## src/usb_port_defines.vh

```
`ifndef USB_PORT_DEFINES_VH
`define USB_PORT_DEFINES_VH

// ==========================================================
// pin modes
`define MODE_ENC_BIDIR 2'h0
`define MODE_ENC_UNI 2'h1
`define MODE_PM_BIDIR 2'h2
`define MODE_PM_UNI 2'h3
`define MODE_RESET `MODE_ENC_BIDIR

// ==========================================================
// port-level states
`define ST_RX 2'h0
`define ST_TX 2'h1
`define ST_TURN 2'h2

// ==========================================================
// line states as seen on the bus (full speed: j = plus high)
`define LS_SE0 2'h0
`define LS_J 2'h1
`define LS_K 2'h2
`define LS_SE1 2'h3

// ==========================================================
// reset and idle levels
`define TXOE_N_RESET 1'h1
`define PIN_OE_N_RESET 1'h1
`define PIN_VAL_RESET 1'h0
`define PARK_DATA_PLUS 1'h1
`define PARK_SE0_MINUS 1'h0

// ==========================================================
// receive bit positions inside the decoder
`define RXB_DATA 0
`define RXB_PLUS 1
`define RXB_MINUS 2
`define RXB_SE0 3
`define RXB_W 4

`endif

```

## src/rx_line_decoder.v

```verilog
`timescale 1ns/1ns
`default_nettype none
`include "usb_port_defines.vh"

module rx_line_decoder (
  // clock and reset
  input wire ref_clk,
  input wire rstn,
  // control
  input wire [1:0] mode,
  input wire sample_en,
  // pin inputs
  input wire shared_a_i,
  input wire shared_b_i,
  input wire rx_plus_buffered,
  input wire rx_minus_buffered,
  input wire rx_differential,
  // decoded receive
  output reg [`RXB_W-1:0] rx_bits_q,
  output reg [1:0] line_state_q,
  output reg valid_q,
  output reg se1_err_q
);

  // ==========================================================
  // source selection per mode
  reg [`RXB_W-1:0] bits_d;
  reg p;
  reg m;

  always @* begin
    p = rx_plus_buffered;
    m = rx_minus_buffered;
    bits_d = {`RXB_W{1'b0}};
    case (mode)
      `MODE_ENC_BIDIR: begin
        // data and se0 arrive on the shared lines
        bits_d[`RXB_DATA] = shared_a_i;
        bits_d[`RXB_SE0] = shared_b_i;
        // plus/minus are not wired in this mode, rebuilt from data and se0
        bits_d[`RXB_PLUS] = shared_a_i & ~shared_b_i;
        bits_d[`RXB_MINUS] = ~shared_a_i & ~shared_b_i;
      end
      `MODE_PM_BIDIR: begin
        // plus/minus on shared lines, data dedicated
        p = shared_a_i;
        m = shared_b_i;
        bits_d[`RXB_DATA] = rx_differential;
        bits_d[`RXB_PLUS] = p;
        bits_d[`RXB_MINUS] = m;
        bits_d[`RXB_SE0] = ~p & ~m;
      end
      default: begin
        // both unidirectional modes use dedicated inputs
        bits_d[`RXB_DATA] = rx_differential;
        bits_d[`RXB_PLUS] = p;
        bits_d[`RXB_MINUS] = m;
        bits_d[`RXB_SE0] = ~p & ~m;
      end
    endcase
  end

  // ==========================================================
  // sampling registers; bits and line state hold while not sampling, valid and se1 error clear
  genvar i;
  generate
    for (i = 0; i < `RXB_W; i = i + 1) begin : g_bit
      always @(posedge ref_clk or negedge rstn) begin
        if (!rstn) begin
          rx_bits_q[i] <= 1'b0;
        end else if (sample_en) begin
          rx_bits_q[i] <= bits_d[i];
        end
      end
    end
  endgenerate

  always @(posedge ref_clk or negedge rstn) begin
    if (!rstn) begin
      line_state_q <= `LS_SE0;
      valid_q <= 1'b0;
      se1_err_q <= 1'b0;
    end else begin
      valid_q <= sample_en;
      se1_err_q <= sample_en & bits_d[`RXB_PLUS] & bits_d[`RXB_MINUS];
      if (sample_en) begin
        line_state_q <= {bits_d[`RXB_MINUS], bits_d[`RXB_PLUS]};
      end
    end
  end

endmodule

`default_nettype wire

```

## src/usb_serial_transceiver_port.v

```verilog
`timescale 1ns/1ns
`default_nettype none
`include "usb_port_defines.vh"

// Summary of operation
// - four pin modes: two encoded, two plus/minus
// - transmit enable low means device transmits
// - encoded bidir: shared data line turns around
// - encoded bidir: shared se0 line turns around
// - encoded unidir: data and se0 outputs only
// - plus/minus bidir: shared plus line turns around
// - plus/minus bidir: minus line turns, dedicated data
module usb_serial_transceiver_port (
  // clock and reset
  input wire ref_clk,
  input wire rstn,
  // mode selection from the controller
  input wire [1:0] mode_sel,
  // transmit request from the controller line logic
  input wire tx_active,
  input wire tx_data,
  input wire tx_se0,
  input wire tx_plus,
  input wire tx_minus,
  // receive results to the controller line logic
  output wire rx_data_out,
  output wire rx_plus_out,
  output wire rx_minus_out,
  output wire rx_se0_out,
  output wire [1:0] rx_line_state,
  output wire rx_valid,
  output wire rx_se1_err,
  // status
  output wire [1:0] mode_active,
  output wire tx_busy,
  // transceiver control pin
  output wire tx_output_enable_n,
  // first shared line, split into three signals
  output wire line_data_plus_o,
  output wire line_data_plus_oe_n,
  input wire line_data_plus_i,
  // second shared line, split into three signals
  output wire single_ended_zero_minus_o,
  output wire single_ended_zero_minus_oe_n,
  input wire single_ended_zero_minus_i,
  // dedicated receive inputs
  input wire rx_plus_buffered,
  input wire rx_minus_buffered,
  input wire rx_differential
);

  // ==========================================================
  // mode decoding helpers
  function is_bidir;
    input [1:0] m;
    begin
      is_bidir = (m == `MODE_ENC_BIDIR) || (m == `MODE_PM_BIDIR);
    end
  endfunction

  function is_plus_minus;
    input [1:0] m;
    begin
      is_plus_minus = (m == `MODE_PM_BIDIR) || (m == `MODE_PM_UNI);
    end
  endfunction

  // ==========================================================
  // state and registers
  reg [1:0] state_q;
  reg [1:0] state_d;
  reg [1:0] mode_q;
  reg [1:0] mode_d;
  reg txoe_n_q;
  reg txoe_n_d;
  reg busy_q;
  reg busy_d;
  reg dp_o_q;
  reg dp_o_d;
  reg dp_oe_n_q;
  reg dp_oe_n_d;
  reg sm_o_q;
  reg sm_o_d;
  reg sm_oe_n_q;
  reg sm_oe_n_d;

  wire sample_en;
  wire [`RXB_W-1:0] rx_bits;
  wire [1:0] ls;
  wire valid;
  wire se1_err;

  // ==========================================================
  // sequencing
  // mode is only taken while receiving, so a transmit never sees
  // its pin roles change under it
  always @* begin
    state_d = state_q;
    mode_d = mode_q;
    case (state_q)
      `ST_RX: begin
        mode_d = mode_sel;
        if (tx_active) begin
          state_d = `ST_TX;
        end
      end
      `ST_TX: begin
        if (!tx_active) begin
          state_d = `ST_TURN;
        end
      end
      `ST_TURN: begin
        // one idle cycle lets the transceiver take the shared lines
        // before receive data is trusted
        if (tx_active) begin
          state_d = `ST_TX;
        end else begin
          state_d = `ST_RX;
        end
      end
      default: begin
        state_d = `ST_RX;
      end
    endcase
  end

  // ==========================================================
  // pin drive
  always @* begin
    busy_d = (state_d == `ST_TX);
    txoe_n_d = ~busy_d;
    if (busy_d) begin
      dp_oe_n_d = 1'b0;
      sm_oe_n_d = 1'b0;
      if (is_plus_minus(mode_d)) begin
        dp_o_d = tx_plus;
        sm_o_d = tx_minus;
      end else begin
        dp_o_d = tx_data;
        sm_o_d = tx_se0;
      end
    end else if (is_bidir(mode_d)) begin
      // transceiver alone drives both shared lines
      dp_oe_n_d = 1'b1;
      sm_oe_n_d = 1'b1;
      dp_o_d = `PIN_VAL_RESET;
      sm_o_d = `PIN_VAL_RESET;
    end else begin
      // outputs only, parked at idle while receiving
      dp_oe_n_d = 1'b0;
      sm_oe_n_d = 1'b0;
      dp_o_d = `PARK_DATA_PLUS;
      sm_o_d = `PARK_SE0_MINUS;
    end
  end

  always @(posedge ref_clk or negedge rstn) begin
    if (!rstn) begin
      state_q <= `ST_RX;
      mode_q <= `MODE_RESET;
      busy_q <= 1'b0;
      txoe_n_q <= `TXOE_N_RESET;
      dp_o_q <= `PIN_VAL_RESET;
      dp_oe_n_q <= `PIN_OE_N_RESET;
      sm_o_q <= `PIN_VAL_RESET;
      sm_oe_n_q <= `PIN_OE_N_RESET;
    end else begin
      state_q <= state_d;
      mode_q <= mode_d;
      busy_q <= busy_d;
      txoe_n_q <= txoe_n_d;
      dp_o_q <= dp_o_d;
      dp_oe_n_q <= dp_oe_n_d;
      sm_o_q <= sm_o_d;
      sm_oe_n_q <= sm_oe_n_d;
    end
  end

  // ==========================================================
  // receive path
  // sampled only with transmit enable high and past turnaround;
  // this also keeps our own driven levels out of the receive data
  assign sample_en = (state_q == `ST_RX) & txoe_n_q;

  rx_line_decoder u_rx (
    .ref_clk(ref_clk),
    .rstn(rstn),
    .mode(mode_q),
    .sample_en(sample_en),
    .shared_a_i(line_data_plus_i),
    .shared_b_i(single_ended_zero_minus_i),
    .rx_plus_buffered(rx_plus_buffered),
    .rx_minus_buffered(rx_minus_buffered),
    .rx_differential(rx_differential),
    .rx_bits_q(rx_bits),
    .line_state_q(ls),
    .valid_q(valid),
    .se1_err_q(se1_err)
  );

  // ==========================================================
  // outputs, all from flip-flops
  assign rx_data_out = rx_bits[`RXB_DATA];
  assign rx_plus_out = rx_bits[`RXB_PLUS];
  assign rx_minus_out = rx_bits[`RXB_MINUS];
  assign rx_se0_out = rx_bits[`RXB_SE0];
  assign rx_line_state = ls;
  assign rx_valid = valid;
  assign rx_se1_err = se1_err;
  assign mode_active = mode_q;
  assign tx_busy = busy_q;
  assign tx_output_enable_n = txoe_n_q;
  assign line_data_plus_o = dp_o_q;
  assign line_data_plus_oe_n = dp_oe_n_q;
  assign single_ended_zero_minus_o = sm_o_q;
  assign single_ended_zero_minus_oe_n = sm_oe_n_q;

endmodule

`default_nettype wire

```

## config.mk

```make
export PLATFORM = sky130hd
export DESIGN_NAME = usb_serial_transceiver_port
export DESIGN_NICKNAME = d
export VERILOG_FILES = /design/src/rx_line_decoder.v /design/src/usb_serial_transceiver_port.v
export VERILOG_INCLUDE_DIRS = /design/src
export SDC_FILE = /design/constraint.sdc
export NUM_CORES = 1
export LEC_CHECK = 0
export ABC_AREA = 0
export BUFFER_PORTS_ARGS = -buffer_cell sky130_fd_sc_hd__buf_2
export CAP_MARGIN = 25
export CORE_MARGIN = 3
export CORE_UTILIZATION = 50
export CTS_BUF_LIST = sky130_fd_sc_hd__clkbuf_8
export DETAILED_ROUTE_END_ITERATION = 6
export GPL_ROUTABILITY_DRIVEN = 1
export PLACE_DENSITY_LB_ADDON = 0.3
export SYNTH_ARGS = -nofsm -noshare
export SYNTH_HDL_FRONTEND = slang
export SYNTH_HIERARCHICAL = 1
export SYNTH_SLANG_ARGS = --single-unit
```

## constraint.sdc

```tcl
create_clock -name ref_clk -period 2.2 [get_ports ref_clk]
set_input_delay 0.11 -clock ref_clk [delete_from_list [all_inputs] [get_ports ref_clk]]
set_output_delay 0.11 -clock ref_clk [all_outputs]
set_load 0.02 [all_outputs]
```

Word level (Yosys, flattened, before mapping)
Index checks and enable logic that the tools add are counted.
Operators by class
  equal/unequal tests: 6
  mux-type cells: 13
  bitwise logic cells: 11
  reduce and logical (&&, ||, !) cells: 5
Operators by type and width (number)
  equality test 2 bit, second input constant: 4
  2-to-1 mux 1 bit: 8
  one-hot mux 4 bit (2 select lines): 1
  AND 1 bit: 6
  zero test 2 bit: 3
  2-to-1 mux 2 bit: 3
  one-hot mux 2 bit (3 select lines): 1
  inverter 1 bit: 5
  equality test 2 x 1 -> 1 bit, second input constant: 2
  logical OR 1 bit: 2
Storage, ports and cells
  register bits after elaboration: 17
  input bits: 14
  output and inout bits: 16
  word-level logic and storage cells: 49

Longest topological paths before layout
  depth in word-level cells: 6
  depth in mapped cells: 5
  gate-level depth less buffers: 5

Hierarchy
The synthesis kept the hierarchy.
By module, submodules not included
  usb_serial_transceiver_port: times used 1, cells an instance 29, area an instance 362.8 sq um, seq. area each 227.7 sq um
  rx_line_decoder: times used 1, cells an instance 29, area an instance 287.8 sq um, seq. area each 150.1 sq um

Worst setup path after synthesis
No wires, ideal clock.
  path kind: register to register
  start point: reg state_q[0]
  end point: reg u_rx.rx_bits_q[3]
  library setup time: 0.121 ns
  arrival: 1.195 ns
  required time: 2.079 ns
  path slack: 0.884 ns
  stages on the path, launching flop included: 6
  path buffers: 1
  period minus slack after synthesis: 1.316 ns
  cells stage by stage: dfrtp_1 > nor2_1 > and2_1 > clkbuf_1 > o31ai_1 > o22a_1
Between the ends
  longest elaborated chain between the ends: 2
RTL lines
  start, declared: RTL line usb_serial_transceiver_port.v:70  | reg [1:0] state_q;
  start signal, assigned: RTL line usb_serial_transceiver_port.v:159  | state_q <= `ST_RX;
  start signal, assigned: RTL line usb_serial_transceiver_port.v:168  | state_q <= state_d;
  zero test 2 bit
  AND 1 bit: RTL line usb_serial_transceiver_port.v:183  | assign sample_en = (state_q == `ST_RX) & txoe_n_q;
  named net sample_en: RTL line usb_serial_transceiver_port.v:87  | wire sample_en;
  end signal, assigned by index: RTL line rx_line_decoder.v:72  | rx_bits_q[i] <= bits_d[i];
  end, declared: RTL line rx_line_decoder.v:19  | output reg [`RXB_W-1:0] rx_bits_q,
The timed path passes the listed nets, and every way through them passes these cells.
A chain may end at the register's enable or synchronous reset.

Final worst setup path
Same ends and word-level chain as after synthesis.

==> flow_summary.toml <==
[grt]
grt_pass1_vias = 455
grt_max_degree = 16
grt_overflow = 0
antenna_found_initial = 0
track_usage_pct = 15.24
grt_first_pass_wirelength_um = 2007

[detailed_routing]
detail_route.vias_per_cell = 5.029
initialDrtViolationCount = 10
antenna_left = 0
firstDrtPassIters = 4
vias = 513
wire_per_inst_um = 12.27
drc = 0
totalWireLength_um = 1252

[final_layout]
layout-drive-gt1-share_pct = 43.18
nFillCells = 91
nNetsFinal = 103
layout.cells.non_filler = 102
syn_to_final_growth_pct = 29.42
n_antenna_cell = 0
final_util_pct = 72.84

[clock_tree]
clock_sinks = 15
cts_tree = "built"
cts_max_level = 1
cts_buffers = 3
root_buffer = "clkbuf_8"
clockBufferDepth = 2
cts.reportedPaths.clkPinSlew_ns = 0.06
clk_latency_ns = 0.24

[pwr]
fin_total_pwr_uw = 744.9
p_leak_uw = 0.0004407
ir_worst_vdd_uv = 471.3
powerDensity_nw_per_um2 = 884.6

[worst_setup_path]
endpoint_kind = "flip-flop"
rr_startpoint = "state_q[0]$_DFF_PN0_"
required_ns = 2.33
worstPathArrival_ns = 1.49
critPathLaunch = "state_q[0]$_DFF_PN0_"
critPathMaxFanout = 9
crit_type = "reg -> reg"
start_kind = "flip-flop"

[status]
status = "finished, final reports clean"

[place]
hpwl_um = 925.2
gp_congestion = 0.8140
dp_cells = 97
portBuffers = 29

[floorplan]
std_cell_rows = 12
dieArea_um2 = 1770
die_h_um = 42.07
start_util_pct = 56.28
core_um2 = 1156
io_pins = 30
fp.dieW_um = 42.07

[logic_synthesis]
synthFlopType = "dfrtp_1"
synth_edf_count = 0
yosysSeqAreaShare_pct = 58.08
netlist_area_um2 = 650.6
ys_ff_latch = 15
syn_inst = 58
synth_area_per_cell_um2 = 11.22
async_reset_ff_share_pct = 100.0
yosysWarnings = 6
yosysUniqueCellTypes = 27
syn_nets = 72

[timing]
finalHoldViolCount = 0
period_share_pct = 61.78
fmax_ghz = 0.7358
setup_viol = 0
slew_violations = 0
slew_headroom_pct = 65.75
rsz0062_at_grt = "false"
skew_ns = 0.002314
timing.setup.tns_ns = 0
worstMarginPinSlew_ns = 0.5084
period_needed_ns = 1.359

[worst_hold_path]
hold_start = "tx_active"
min_path_type = "in -> reg"

[run]
maxCapViolCount = 0
-- synth_stat cells (2+ instances only) --
| cell | instances | area share [%] |
|---|---|---|
| inv_1 | 4 | 2.3 |
| a21bo_1 | 2 | 3.1 |
| buf_4 | 3 | 3.5 |
| dfstp_2 | 2 | 8.1 |
| dfrtp_1 | 13 | 50 |
| o21ai_0 | 2 | 1.5 |
| nor2_1 | 5 | 2.9 |
| nand3_1 | 2 | 1.5 |
| a21oi_1 | 4 | 3.1 |
| nand2_1 | 3 | 1.7 |
| and2_1 | 2 | 1.9 |
-- worst max-delay path: stages (launching register included) --
cell and delay, ns:
dfrtp_1 0.42, nor2_1 0.21, and2_1 0.32, o31ai_1 0.12
o22a_1 0.17
-- cells by family (layout without fill, tap and decap cells) --
logic type      after synthesis  count (layout)  share of synthesized area (%)
flops                        15              15                          58.08
mux                           1               1                          1.539
buf+inv                       8              38                          6.345
compound gates               17              17                          20.00
simple gates                 17              17                          14.04
-- state kept, by name, indices dropped and copies added, names as in the netlist --
register / count
mode_active: 2
state_q: 2
u_rx/line_state_q: 2
u_rx/rx_bits_q: 2
line_data_plus_o: 1
single_ended_zero_minus_o: 1
single_ended_zero_minus_oe_n: 1
tx_busy: 1
tx_output_enable_n: 1
u_rx/se1_err_q: 1
u_rx/valid_q: 1
-- path summary, 6_finish.rpt --
| kind | cells after the start | slack [ns] | endpoint |
|---|---|---|---|
| worst max-delay path | 4 | 0.84 | u_rx/rx_bits_q[3]$_DFFE_PN0P_ |
| worst min-delay path | 2 | 0.04 | state_q[1]$_DFF_PN0_ |
| worst max register to register | 4 | 0.84 | u_rx/rx_bits_q[3]$_DFFE_PN0P_ |
| worst min register to register | 1 | 0.52 | u_rx/rx_bits_q[3]$_DFFE_PN0P_ |
| max in group asynchronous | 2 | 1.62 | tx_output_enable_n$_DFF_PN1_ |
| min in group asynchronous | 2 | 0.29 | line_data_plus_o$_DFF_PN0_ |
-- metrics by stage --
stage / instance area, um^2 / hold slack [ns] / setup slack, ns
after floorplan: 650.6 / -0.1856 / 0.8839
after global placement: 787.0 / 0.02185 / 0.9086
after detailed placement: 787.0 / 0.02716 / 0.8511
after CTS: 842.1 / 0.03334 / 0.8532
after global routing: 842.1 / 0.03973 / 0.7378
final: 842.1 / 0.03912 / 0.8409
-- metal layers --
layer | vias up | wire (um) | GRT usage [%]
met5 | - | 0 | 0
met4 | 0 | 10 | 7.453
met3 | 2 | 97 | 4.292
met2 | 19 | 576 | 24.07
met1 | 232 | 567 | 19.11
li1 | 260 | - | -
-- final cells by class --
cell class	instances	area, um^2	area share [%]
sequential	15	377.9	44.87
multi-input combinational	35	231.5	27.49
clock buffer	3	41.29	4.903
tap	14	17.52	2.080
timing repair buffer	30	155.1	18.42
inverter	4	15.01	1.783
clock inverter	1	3.754	0.4458
-- where the power goes --
part           switching (uW)  internal, uW  total [uW]
sequential               24.8           314         339
combinational             121          74.3         195
clock                    87.9           123         211
-- cell usage in the layout, fill, tap and decap left out, types with 2 or more instances in the layout --
cell / count
buf_2: 29
o21ai_0: 2
dfrtp_1: 13
a21bo_1: 2
and2_1: 2
nand2_1: 3
nand3_1: 2
dfstp_2: 2
nor2_1: 5
a21oi_1: 4
inv_1: 5
clkbuf_8: 3
-- repair_timing --
action / in CTS / in global routing
endpoints found under the setup margin: 0 / 0
hold endpoints to repair: 13 / 0
setup buffers: 0 / 0
hold buffers: 1 / 0
gates resized for setup: 0 / 0
(Power assumes the default switching activity.)
